File: config.mk
export PLATFORM = sky130hd
export DESIGN_NAME = phy_system_config_registers
export DESIGN_NICKNAME = d
export VERILOG_FILES = /design/src/logic/phy_syscfg_pkg.sv /design/src/logic/route_if.sv /design/src/logic/pin_route_decoder.sv /design/src/logic/phy_system_config_registers.sv
export VERILOG_INCLUDE_DIRS = /design/src /design/src/logic
export SDC_FILE = /design/constraint.sdc
export NUM_CORES = 1
export LEC_CHECK = 0
export ABC_AREA = 1
export BUFFER_PORTS_ARGS = -buffer_cell sky130_fd_sc_hd__buf_4
export CORE_MARGIN = 2
export CORE_UTILIZATION = 46
export CTS_CLUSTER_DIAMETER = 30
export DETAILED_ROUTE_END_ITERATION = 10
export HOLD_SLACK_MARGIN = 0.15
export PLACE_DENSITY = 0.76
export RECOVER_POWER = 50
export SLEW_MARGIN = 20
export SYNTH_ARGS = -nofsm -noshare
export SYNTH_HDL_FRONTEND = slang
export SYNTH_SLANG_ARGS = --single-unit
File: constraint.sdc
create_clock -name i_clock -period 2.9 [get_ports i_clock]
set_clock_uncertainty 0.05 [all_clocks]
set_input_delay 0.29 -clock i_clock [delete_from_list [all_inputs] [get_ports i_clock]]
set_output_delay 0.29 -clock i_clock [all_outputs]
set_load 0.05 [all_outputs]
File: src/logic/phy_syscfg_cfg.svh
// address map, field positions, reset values and codes of the system config bank
`ifndef PHY_SYSCFG_CFG_SVH
`define PHY_SYSCFG_CFG_SVH
// ==========================================================
// management addressing
`define MGMT_DEVAD 5'h1E
`define GROUP_PORT_ADDR 5'h1F
// ==========================================================
// register addresses inside the management device
`define ADDR_MAC_CFG 16'h882B
`define ADDR_DIAG_CLK 16'h882C
`define ADDR_PKG_TYPE 16'h8C22
`define ADDR_GRP_CTRL 16'h8C30
`define ADDR_PINMUX_A 16'h8C56
`define ADDR_PINMUX_B 16'h8C57
// ==========================================================
// field positions
`define MAC_CLK50_BIT 15
`define MAC_CLKGEN_BIT 14
`define MAC_MEDIA_BIT 8
`define MAC_RMII_BIT 4
`define MAC_RGMII_BIT 0
`define DIAG_EN_BIT 0
`define GRP_EN_BIT 0
`define PMA_LEDB_HI 3
`define PMA_LEDB_LO 1
`define PMA_POL_BIT 0
`define PMB_RX_HI 7
`define PMB_RX_LO 4
`define PMB_TX_HI 3
`define PMB_TX_LO 0
// ==========================================================
// reset values and constant read-back bits
`define DIAG_RESET 16'h0002
`define PMA_RESET 16'h00FE
`define PMA_RSVD 16'h00F0
`define PMB_RESET 16'h00FF
`define LEDB_ROUTE_ON 3'h0
`define LEDB_ROUTE_OFF 3'h7
`define ROUTE_OFF 4'hF
`define ROUTE_PINS 15
`endif

File: src/logic/phy_syscfg_pkg.sv
// types shared by the system config bank modules
package phy_syscfg_pkg;
    // ==========================================================
    // access sequencer, one-hot
    typedef enum logic [1:0] {
        ST_IDLE = 2'b01,
        ST_ACK = 2'b10
    } acc_state_t;
    // ==========================================================
    // one code per routable pin, 1111 means off
    typedef logic [3:0] route_code_t;
    typedef logic [14:0] pin_vec_t;
endpackage

File: src/logic/route_if.sv
// carrier between the register bank and the pin route decoder
`timescale 1ns/100ps
interface route_if;
    import phy_syscfg_pkg::*;
    route_code_t rx_sel; // receive packet start route
    route_code_t tx_sel; // transmit packet start route
    logic rx_sop; // receive packet start event
    logic tx_sop; // transmit packet start event
    pin_vec_t pin_drv; // level to put on each pin
    pin_vec_t pin_en; // pin taken over by a packet start output
    modport ctrl (output rx_sel, tx_sel, rx_sop, tx_sop, input pin_drv, pin_en);
    modport dec (input rx_sel, tx_sel, rx_sop, tx_sop, output pin_drv, pin_en);
endinterface

File: src/logic/pin_route_decoder.sv
// decodes the packet start route selectors into per-pin drive and enable
`timescale 1ns/100ps
`include "phy_syscfg_cfg.svh"
module pin_route_decoder
    import phy_syscfg_pkg::*;
#(
    parameter int PINS = `ROUTE_PINS
) (
    // route selectors and events
    route_if.dec rt
);
    // ==========================================================
    // selector decode, shared by both directions
    function automatic logic hits(input route_code_t sel, input int pin);
        hits = (sel == route_code_t'(pin));
    endfunction

    // ==========================================================
    // one slice per pin; code 1111 matches no slice, so it is off
    genvar g;
    generate
        for (g = 0; g < PINS; g = g + 1) begin : g_pin
            // both selectors may name one pin; the events are merged
            assign rt.pin_en[g] = hits(rt.rx_sel, g) | hits(rt.tx_sel, g);
            assign rt.pin_drv[g] = (hits(rt.rx_sel, g) & rt.rx_sop)
                | (hits(rt.tx_sel, g) & rt.tx_sop);
        end
    endgenerate
endmodule

File: src/logic/phy_system_config_registers.sv
// system configuration register bank of the single-pair PHY
//
// Notes on behaviour
// bank lives at management device 0x1E
// host leaves MAC interface configuration alone
// bit 15 shows RMII reference clock rate
// bit 14 shows RMII clock generation enabled
// bit 8 enables media converter, RMII only
// RMII and RGMII enables never both set
// diag clock enable bit 0, register resets 0x0002
// read-only six-bit package type code
// group mode accepts writes to port 31
// host clears group mode after initialisation
// indicator B route: 000 on, 111 off
// link status polarity bit, reset high-active
// receive packet start routed to one pin
// transmit packet start same mapping, reset off
// pin mux registers reset 0x00FE and 0x00FF
// reserved bits ignore writes, read fixed values
`timescale 1ns/100ps
`include "phy_syscfg_cfg.svh"
module phy_system_config_registers
    import phy_syscfg_pkg::*;
#(
    parameter logic [5:0] PACKAGE_CODE = 6'h15, // arbitrary neutral value
    parameter int PINS = `ROUTE_PINS
) (
    // clock and reset
    input wire logic i_clock,
    input wire logic i_resetn,
    // management register access
    input wire logic i_mgmt_rd,
    input wire logic i_mgmt_wr,
    input wire logic [4:0] i_mgmt_devad,
    input wire logic [15:0] i_mgmt_regaddr,
    input wire logic [15:0] i_mgmt_wdata,
    output logic o_mgmt_ready,
    output logic o_mgmt_ack,
    output logic [15:0] o_mgmt_rdata,
    // management frame port address check
    input wire logic [4:0] i_own_port_addr,
    input wire logic [4:0] i_frame_port_addr,
    input wire logic i_frame_is_wr_or_addr,
    output logic o_port_accept,
    // straps sampled once after reset
    input wire logic i_strap_rmii_refclk_rate_sel,
    input wire logic i_strap_rmii_clock_gen_on,
    input wire logic i_strap_media_converter_on,
    input wire logic i_strap_reduced_mii_mode_on,
    input wire logic i_strap_reduced_gigabit_mii_mode_on,
    // internal events and indicator sources
    input wire logic i_link_up,
    input wire logic i_indicator_b,
    input wire logic i_rx_packet_start,
    input wire logic i_tx_packet_start,
    // configuration outputs
    output logic o_rmii_refclk_rate_sel,
    output logic o_rmii_clock_gen_on,
    output logic o_media_converter_on,
    output logic o_reduced_mii_mode_on,
    output logic o_reduced_gigabit_mii_mode_on,
    output logic o_diagnostics_clock_on,
    output logic o_group_address_mode_on,
    // pins
    output logic o_link_status_pin,
    output logic o_indicator_pin_b,
    output logic o_indicator_pin_b_en,
    output logic [14:0] o_packet_start_indicator,
    output logic [14:0] o_packet_start_indicator_en
);
    // ==========================================================
    // state of the bank, one packed word
    typedef struct packed {
        acc_state_t fsm; // access sequencer
        logic ack; // answer strobe
        logic [15:0] rdata; // read answer
        logic strap_done; // straps already captured
        logic clk50; // rmii reference clock rate
        logic clkgen; // rmii clock generation
        logic media; // media converter request
        logic rmii; // rmii mode
        logic rgmii; // rgmii mode
        logic diag; // diagnostics clock
        logic grp; // group address mode
        logic [2:0] ledb_sel; // indicator b route
        logic pol; // link status polarity
        route_code_t rx_sel; // receive start route
        route_code_t tx_sel; // transmit start route
        logic link_out; // registered link status pin
        logic ledb_out; // registered indicator b pin
        logic ledb_en; // indicator b driven
        pin_vec_t pin_drv; // registered packet start pins
        pin_vec_t pin_en; // registered packet start enables
    } state_t;

    // reset image, pin mux fields at their off codes
    localparam state_t RESET_STATE = '{
        fsm: ST_IDLE,
        ledb_sel: 3'(`PMA_RESET >> `PMA_LEDB_LO),
        rx_sel: route_code_t'(`PMB_RESET >> `PMB_RX_LO),
        tx_sel: route_code_t'(`PMB_RESET >> `PMB_TX_LO),
        default: '0
    };

    state_t s_r; // registered state
    state_t s_nxt; // next state
    logic rst_meta_r; // reset release, first stage
    logic rst_sync_r; // reset release, used everywhere
    logic take; // request accepted this cycle

    // ==========================================================
    // reset release through two flops
    always_ff @(posedge i_clock or negedge i_resetn) begin
        if (!i_resetn) begin
            rst_meta_r <= 1'b0;
            rst_sync_r <= 1'b0;
        end else begin
            rst_meta_r <= 1'b1;
            rst_sync_r <= rst_meta_r;
        end
    end

    // ==========================================================
    // pin route decoder
    route_if rt ();
    assign rt.rx_sel = s_r.rx_sel;
    assign rt.tx_sel = s_r.tx_sel;
    assign rt.rx_sop = i_rx_packet_start;
    assign rt.tx_sop = i_tx_packet_start;

    pin_route_decoder #(
        .PINS(PINS)
    ) u_route (
        .rt(rt)
    );

    // ==========================================================
    // read-back of every register; reserved bits are constants
    function automatic logic [15:0] read_word(input logic [15:0] addr, input state_t s);
        logic [15:0] w;
        w = 16'h0000;
        case (addr)
            `ADDR_MAC_CFG: begin
                w[`MAC_CLK50_BIT] = s.clk50;
                w[`MAC_CLKGEN_BIT] = s.clkgen;
                w[`MAC_MEDIA_BIT] = s.media;
                w[`MAC_RMII_BIT] = s.rmii;
                w[`MAC_RGMII_BIT] = s.rgmii;
            end
            `ADDR_DIAG_CLK: begin
                w = `DIAG_RESET;
                w[`DIAG_EN_BIT] = s.diag;
            end
            `ADDR_PKG_TYPE: begin
                w[5:0] = PACKAGE_CODE;
            end
            `ADDR_GRP_CTRL: begin
                w[`GRP_EN_BIT] = s.grp;
            end
            `ADDR_PINMUX_A: begin
                w = `PMA_RSVD;
                w[`PMA_LEDB_HI:`PMA_LEDB_LO] = s.ledb_sel;
                w[`PMA_POL_BIT] = s.pol;
            end
            `ADDR_PINMUX_B: begin
                w[`PMB_RX_HI:`PMB_RX_LO] = s.rx_sel;
                w[`PMB_TX_HI:`PMB_TX_LO] = s.tx_sel;
            end
            // unmapped address inside the device reads zero
            default: begin
                w = 16'h0000;
            end
        endcase
        read_word = w;
    endfunction

    // only frames for this management device are served
    assign take = (s_r.fsm == ST_IDLE) && (i_mgmt_rd || i_mgmt_wr)
        && (i_mgmt_devad == `MGMT_DEVAD);

    // ==========================================================
    // next-state logic
    always_comb begin
        s_nxt = s_r;
        s_nxt.ack = 1'b0;
        // straps land on the first edge after release
        if (!s_r.strap_done) begin
            s_nxt.strap_done = 1'b1;
            s_nxt.clk50 = i_strap_rmii_refclk_rate_sel;
            s_nxt.clkgen = i_strap_rmii_clock_gen_on;
            s_nxt.media = i_strap_media_converter_on;
            // a bad strap pair leaves both modes off
            if (!(i_strap_reduced_mii_mode_on && i_strap_reduced_gigabit_mii_mode_on)) begin
                s_nxt.rmii = i_strap_reduced_mii_mode_on;
                s_nxt.rgmii = i_strap_reduced_gigabit_mii_mode_on;
            end
        end
        case (s_r.fsm)
            ST_IDLE: begin
                if (take) begin
                    s_nxt.fsm = ST_ACK;
                    s_nxt.ack = 1'b1;
                    // a read answers with the value before any write
                    s_nxt.rdata = i_mgmt_rd ? read_word(i_mgmt_regaddr, s_r) : 16'h0000;
                    if (i_mgmt_wr) begin
                        case (i_mgmt_regaddr)
                            `ADDR_MAC_CFG: begin
                                // kept writable for debug, host should not touch it
                                s_nxt.clk50 = i_mgmt_wdata[`MAC_CLK50_BIT];
                                s_nxt.clkgen = i_mgmt_wdata[`MAC_CLKGEN_BIT];
                                s_nxt.media = i_mgmt_wdata[`MAC_MEDIA_BIT];
                                // both modes at once is refused, modes stay as they were
                                if (!(i_mgmt_wdata[`MAC_RMII_BIT]
                                        && i_mgmt_wdata[`MAC_RGMII_BIT])) begin
                                    s_nxt.rmii = i_mgmt_wdata[`MAC_RMII_BIT];
                                    s_nxt.rgmii = i_mgmt_wdata[`MAC_RGMII_BIT];
                                end
                            end
                            `ADDR_DIAG_CLK: begin
                                s_nxt.diag = i_mgmt_wdata[`DIAG_EN_BIT];
                            end
                            `ADDR_GRP_CTRL: begin
                                // the host is trusted to clear this after bring-up
                                s_nxt.grp = i_mgmt_wdata[`GRP_EN_BIT];
                            end
                            `ADDR_PINMUX_A: begin
                                s_nxt.ledb_sel = i_mgmt_wdata[`PMA_LEDB_HI:`PMA_LEDB_LO];
                                s_nxt.pol = i_mgmt_wdata[`PMA_POL_BIT];
                            end
                            `ADDR_PINMUX_B: begin
                                s_nxt.rx_sel = i_mgmt_wdata[`PMB_RX_HI:`PMB_RX_LO];
                                s_nxt.tx_sel = i_mgmt_wdata[`PMB_TX_HI:`PMB_TX_LO];
                            end
                            // package register and unmapped addresses ignore writes
                            default: begin
                                s_nxt.rdata = s_nxt.rdata;
                            end
                        endcase
                    end
                end
            end
            ST_ACK: begin
                // one idle cycle between answers keeps the strobe a pulse
                s_nxt.fsm = ST_IDLE;
            end
            default: begin
                s_nxt.fsm = ST_IDLE;
            end
        endcase
        // pin outputs, one cycle behind their sources
        s_nxt.link_out = i_link_up ^ s_r.pol;
        // only code 000 routes the indicator; other codes leave it off
        s_nxt.ledb_en = (s_r.ledb_sel == `LEDB_ROUTE_ON);
        s_nxt.ledb_out = s_nxt.ledb_en & i_indicator_b;
        s_nxt.pin_drv = rt.pin_drv;
        s_nxt.pin_en = rt.pin_en;
    end

    // ==========================================================
    // state register
    always_ff @(posedge i_clock or negedge rst_sync_r) begin
        if (!rst_sync_r) begin
            s_r <= RESET_STATE;
        end else begin
            s_r <= s_nxt;
        end
    end

    // ==========================================================
    // outputs
    assign o_mgmt_ready = (s_r.fsm == ST_IDLE);
    assign o_mgmt_ack = s_r.ack;
    assign o_mgmt_rdata = s_r.rdata;
    // group mode widens acceptance to port 31 for writes and address frames
    assign o_port_accept = (i_frame_port_addr == i_own_port_addr)
        || (s_r.grp && i_frame_is_wr_or_addr
            && (i_frame_port_addr == `GROUP_PORT_ADDR));
    assign o_rmii_refclk_rate_sel = s_r.clk50;
    assign o_rmii_clock_gen_on = s_r.clkgen;
    // media converter never acts outside rmii mode
    assign o_media_converter_on = s_r.media & s_r.rmii;
    assign o_reduced_mii_mode_on = s_r.rmii;
    assign o_reduced_gigabit_mii_mode_on = s_r.rgmii;
    assign o_diagnostics_clock_on = s_r.diag;
    assign o_group_address_mode_on = s_r.grp;
    assign o_link_status_pin = s_r.link_out;
    assign o_indicator_pin_b = s_r.ledb_out;
    assign o_indicator_pin_b_en = s_r.ledb_en;
    assign o_packet_start_indicator = s_r.pin_drv;
    assign o_packet_start_indicator_en = s_r.pin_en;

    // ==========================================================
    // checks
    a_ack_after_take: assert property (@(posedge i_clock) disable iff (!rst_sync_r)
        take |=> o_mgmt_ack ##1 !o_mgmt_ack)
        else $error("request not answered in one cycle");
    a_foreign_devad: assert property (@(posedge i_clock) disable iff (!rst_sync_r)
        (o_mgmt_ready && i_mgmt_rd && i_mgmt_devad != `MGMT_DEVAD) |=> !o_mgmt_ack)
        else $error("answer to another management device");
    a_modes_exclusive: assert property (@(posedge i_clock) disable iff (!rst_sync_r)
        !(o_reduced_mii_mode_on && o_reduced_gigabit_mii_mode_on))
        else $error("both interface modes enabled");
    a_media_gated: assert property (@(posedge i_clock) disable iff (!rst_sync_r)
        o_media_converter_on |-> o_reduced_mii_mode_on)
        else $error("media converter outside rmii mode");
    a_diag_write: assert property (@(posedge i_clock) disable iff (!rst_sync_r)
        (take && i_mgmt_wr && i_mgmt_regaddr == `ADDR_DIAG_CLK)
        |=> o_diagnostics_clock_on == $past(i_mgmt_wdata[`DIAG_EN_BIT]))
        else $error("diagnostics clock enable not written");
    a_diag_readback: assert property (@(posedge i_clock) disable iff (!rst_sync_r)
        (take && i_mgmt_rd && !i_mgmt_wr && i_mgmt_regaddr == `ADDR_DIAG_CLK)
        |=> o_mgmt_rdata == (`DIAG_RESET | {15'h0000, o_diagnostics_clock_on}))
        else $error("diagnostics register reads wrong");
    a_pkg_readback: assert property (@(posedge i_clock) disable iff (!rst_sync_r)
        (take && i_mgmt_rd && i_mgmt_regaddr == `ADDR_PKG_TYPE)
        |=> o_mgmt_rdata == {10'h000, PACKAGE_CODE})
        else $error("package code reads wrong");
    a_group_accept: assert property (@(posedge i_clock) disable iff (!rst_sync_r)
        (o_group_address_mode_on && i_frame_is_wr_or_addr
            && i_frame_port_addr == `GROUP_PORT_ADDR) |-> o_port_accept)
        else $error("group address frame refused");
    a_link_polarity: assert property (@(posedge i_clock) disable iff (!rst_sync_r)
        $past(rst_sync_r) |-> o_link_status_pin == ($past(i_link_up) ^ $past(s_r.pol)))
        else $error("link status polarity wrong");
    a_ledb_off: assert property (@(posedge i_clock) disable iff (!rst_sync_r)
        (s_r.ledb_sel == `LEDB_ROUTE_OFF) |=> !o_indicator_pin_b_en)
        else $error("indicator b driven while off");
    a_route_off: assert property (@(posedge i_clock) disable iff (!rst_sync_r)
        (s_r.rx_sel == `ROUTE_OFF && s_r.tx_sel == `ROUTE_OFF)
        |=> o_packet_start_indicator_en == '0)
        else $error("packet start pin driven while off");
    a_pmb_after_reset: assert property (@(posedge i_clock)
        $rose(rst_sync_r) |-> {s_r.rx_sel, s_r.tx_sel} == `PMB_RESET)
        else $error("pin mux b reset value wrong");
    a_pma_readback: assert property (@(posedge i_clock) disable iff (!rst_sync_r)
        (take && i_mgmt_rd && i_mgmt_regaddr == `ADDR_PINMUX_A)
        |=> o_mgmt_rdata[15:4] == `PMA_RSVD >> 4)
        else $error("pin mux a reserved bits disturbed");
endmodule

Yosys cells after proc, flatten, opt, wreduce, memory -nomap -nowiden
Index checks and enable logic that the tools add are counted.
{ "op_classes": {"n_eq_ne": 39, "reduce_logical": 17, "bitwise_logic": 63, "mux": 22} }
{ "ops": {"columns": ["cell", "count"], "rows": [
  ["$eq A16 B16 Y1 const B", 6],
  ["$mux W19", 4],
  ["$eq A4 B4 Y1 const B", 14],
  ["$and A1 B1 Y1", 32],
  ["$eq A4 B3 Y1 const B", 8],
  ["$or A1 B1 Y1", 30],
  ["$mux W17", 1],
  ["$eq A4 B2 Y1 const B", 4],
  ["$mux W16", 1],
  ["$reduce_and A4 Y1", 4],
  ["$pmux W3 S4", 1],
  ["$eq A5 B5 Y1 const B", 2],
  ["$mux W5", 2],
  ["$eq A4 B1 Y1 const B", 2],
  ["$logic_not A4 Y1", 2],
  ["$mux W2", 4],
  ["$mux W8", 1],
  ["$logic_and A1 B1 Y1", 6],
  ["$pmux W1 S6", 1],
  ["$eq A5 B5 Y1", 1],
  ["$mux W4", 1],
  ["$pmux W2 S2", 1],
  ["$logic_not A3 Y1", 1],
  ["$mux W1", 3],
  ["8 further kinds", 9]
]} }
{ "totals": {"register_bits": 74, "input_bits": 61, "out_inout_bits": 59} }

Logic depth before layout (Yosys ltp)
{ "logic_depth": {"depth_word": 8, "ltp_mapped": 10} }

By module
Synthesis repeated with hierarchy kept, for this count alone.
{ "hier_totals": {"cells_unflattened": 443, "hier_area_um2": 3634.7} }
{ "by_module_without_submodules": {"columns": ["mod", "cells_each", "instances", "area_per_inst_um2", "seq_area_each_um2"], "rows": [
  ["phy_system_config_registers", 323, 1, 3074.2, 1741.7],
  ["pin_route_decoder", 120, 1, 560.5, 0.0]
]} }

Worst setup path before layout
No wires, ideal clock.
{ "synth_path": {"path_type": "register to output", "from": "reg s_r (netlist bit o_group_address_mode_on)", "to": "out o_port_accept", "required_time_ps": 2560, "slack_ps": 990, "t_arrival_ps": 1570, "stages_incl_launch_ff": 3, "n_path_buf": 0, "path_cell_list": "dfrtp_1 -> nand4_1 -> o22ai_1"} }
{ "synth_between": {"elab_chain_cells": 3} }
{ "synth_lines": {"columns": ["element", "line_no", "rtl"], "rows": [
  ["start: declaration", "phy_system_config_registers.sv:105", "state_t s_r;"],
  ["start signal: assignment", "phy_system_config_registers.sv:265", "s_r <= s_nxt;"],
  ["$logic_and A1 B1 Y1 (2 in series)", "phy_system_config_registers.sv:276", "|| (s_r.grp && i_frame_is_wr_or_addr"],
  ["$logic_or A1 B1 Y1", "phy_system_config_registers.sv:275", "assign o_port_accept = (i_frame_port_addr == i_own_port_addr)"],
  ["end: declaration", "phy_system_config_registers.sv:44", "output logic o_port_accept,"]
]} }
No other way between the ends.

==> flow_metrics.env <==
export IMPL_status="finished with violations"
export IMPL_violations="max-capacitance violations, max-slew violations"
export IMPL_cts_root_buf="clkbuf_8"
export IMPL_worstSetupEndpointType="asynchronous set/reset pin"
export IMPL_die_area_um2=8220
export IMPL_via_per_inst=4.70
export IMPL_hold_depth=3
export IMPL_start_util_pct=47.6
export IMPL_fill_cells=648
export IMPL_cts_sinks=69
export IMPL_grt_max_degree=35
export IMPL_placeableCoreArea_um2=7250
export IMPL_drt_total_wl_um=7280
export IMPL_drc=0
export IMPL_wl_per_cell_um=12.2
export IMPL_crit_chain="clkbuf_1"
export IMPL_drt_pass1_iterations=5
export IMPL_reg2regPathDepth=1
export IMPL_max_cap_viol_count=2
export IMPL_antenna_cells=0
export IMPL_rows=31
export IMPL_slowest_delay_ns=1.29
export IMPL_hold_path_startpoint="i_mgmt_wdata[1]"
export IMPL_ir_drop_uv=268
export IMPL_dp_cells=574
export IMPL_hpwlAfterDp_um=5590
export IMPL_setup_viol_count_final=0
export IMPL_critPathRequiredTime_ns=2.95
export IMPL_synth_commonest_cells="nand2_1, dfrtp_1, buf_4"
export IMPL_hold_path_endpoint="rt.tx_sel[1]"
export IMPL_port_buffers=109
export IMPL_cp_num_buf_inv=1
export IMPL_crit_fanout=34
export IMPL_rrSetupSlack_ns=0.97
export IMPL_critPathTopFamily="buffers and inverters"
export IMPL_ant_nets=0
export IMPL_rsz0062_at_grt="false"
export IMPL_nets=556
export IMPL_hold_violations=0
export IMPL_yosysUniqueCellTypes=31
export IMPL_setup_tns_ns=0
export IMPL_grt_pass1_wl_um=12400
export IMPL_numCtsBuffers=9
export IMPL_htreeDepth=3
export IMPL_period_share_pct=66.5
export IMPL_p_per_area_nw_per_um2=523
export IMPL_syn_inst=411
export IMPL_area_growth_syn_to_layout_pct=27.2
export IMPL_overflow=0
export IMPL_dpl_cell_area_um2=4060
export IMPL_synth_edf_count=0
export IMPL_final_min_clock_period_ns=1.93
export IMPL_ios=120
export IMPL_hold_class="in2reg"
export IMPL_postSynthRegisterBits=69
export IMPL_synth_top_area_share_pct=41.3
export IMPL_cts_buffer_depth=2
export IMPL_grt_usage_pct=18.9
export IMPL_drt_initial_drc_count=150
export IMPL_cts_tree="built"
export IMPL_fin_ws_ns=0.972
export IMPL_globalplace_congestion=0.860
export IMPL_synth_most_common_cell="nand2_1"
export IMPL_synth_area_leaders="dfrtp_1, nand2_1, buf_4"
export IMPL_r2r_start="rst_sync_r"
export IMPL_finalInstanceArea_um2=4390
export IMPL_num_vias=2816
export IMPL_crit_path_top_delay_cell="clkbuf_1"
export IMPL_antenna_found_initial=0
export IMPL_regToRegEndpoint="o_mgmt_rdata[0]"
export IMPL_synth_ff_type="dfrtp_1"
export IMPL_p_leak_nw=2.38
export IMPL_crit_type="reg2async"
export IMPL_die_h_um=90.7
export IMPL_final_max_slew_viol_count=69
export IMPL_synth_area_um2=3450
export IMPL_tightest_slew_ns=1.80
export IMPL_netlist_top_cell_by_area="dfrtp_1"
export IMPL_drive_gt1_share_pct=28.2
export IMPL_max_freq_ghz=0.519
export IMPL_clkSlewWorstSetupHoldPaths_ns=0.07
export IMPL_avgSynthCellArea_um2=8.41
export IMPL_crit_arrival_ns=1.98
export IMPL_slew_headroom_pct=-19.8
export IMPL_async_flop_share_pct=100
export IMPL_synth_warnings=0
export IMPL_fin_cells=599
export IMPL_clock_latency_ns=0.34
export IMPL_grt_pass1_vias=2858
export IMPL_die_w_um=90.7
export IMPL_seq_area_frac_synth_pct=50.4
export IMPL_place_ws_ns=1.20
export IMPL_worstSetupStartpointType="flop"
-- state kept, by name (all words and copies together) (netlist names), 4 cells and up --
name / cells
o_packet_start_indicator: 15
o_packet_start_indicator_en: 15
o_mgmt_rdata: 11
s_r: 8
rt.rx_sel: 4
rt.tx_sel: 4
-- report_power, final --
part | total (W) | internal, W | switching [W]
Sequential | 0.000986 | 0.000975 | 0.0000105
Combinational | 0.000218 | 0.0000897 | 0.000128
Clock | 0.00110 | 0.000747 | 0.000349
Total | 0.00230 | 0.00181 | 0.000488
-- worst max-delay path by stage --
| stage | from | to | cells past startpoint |
|---|---|---|---|
| 6_report | rst_sync_r | o_mgmt_rdata[0] | 1 |
| 3_5_place_dp | s_r[70] | s_r[49] | 7 |
| 4_1_cts | s_r[70] | s_r[49] | 7 |
| 2_1_floorplan | rst_sync_r | o_diagnostics_clock_on | 0 |
| 5_1_grt | rst_sync_r | o_mgmt_rdata[0] | 1 |
| 3_3_place_gp | s_r[70] | s_r[49] | 7 |
-- what timing repair did --
| item | 4_1_cts | 5_1_grt |
|---|---|---|
| setup buffers | 0 | 0 |
| setup endpoints to repair | 0 | 0 |
| hold buffers | 9 | 0 |
| endpoints found under the hold margin | 11 | 0 |
| resized for setup | 0 | 0 |
-- metal layers --
layer	GRT usage (%)	share of wire [%]
met1	21.7	40
met2	33.3	52
met3	5.26	6.8
met4	7.44	1.0
met5	0	0
-- cells in the final DEF (no fill, tap or decap), types with 9 or more instances in the layout --
cell type      instances
nand2_1              121
buf_4                100
dfrtp_1               56
inv_1                 40
nor2_1                38
nand3_1               22
o22ai_1               18
o21ai_0               11
clkbuf_1              11
clkbuf_8               9
dlygate4sd3_1          9
-- metrics by stage --
step / power, W / utilization (%) / hold slack [ns]
6_report: 0.00230 / 60.6 / 0.165
5_1_grt: 0.00239 / 60.6 / 0.155
4_1_cts: 0.00233 / 61.1 / 0.152
3_5_place_dp: 0.00122 / 55.9 / 0.0252
3_3_place_gp: 0.00121 / 55.9 / 0.0230
2_1_floorplan: 0.00112 / - / -0.0556
-- area by class of cell --
type	count	area (um^2)	area share, %
inverter	41	154	3.50
timing repair buffer	120	886	20.2
clock buffer	10	128	2.90
sequential	69	1740	39.7
tap	99	124	2.82
multi-input combinational	254	1200	27.3
clock inverter	6	159	3.62
-- logic make-up after synthesis --
kind of cell | Yosys count | share of synthesized area, %
simple gates | 198 | 24.3
buf+inv | 93 | 15.4
flops | 69 | 50.4
compound gates | 40 | 7.32
xor+xnor | 6 | 1.52
mux | 3 | 0.869
other cells | 2 | 0.217
No activity file was read; power rests on OpenSTA's default activity.
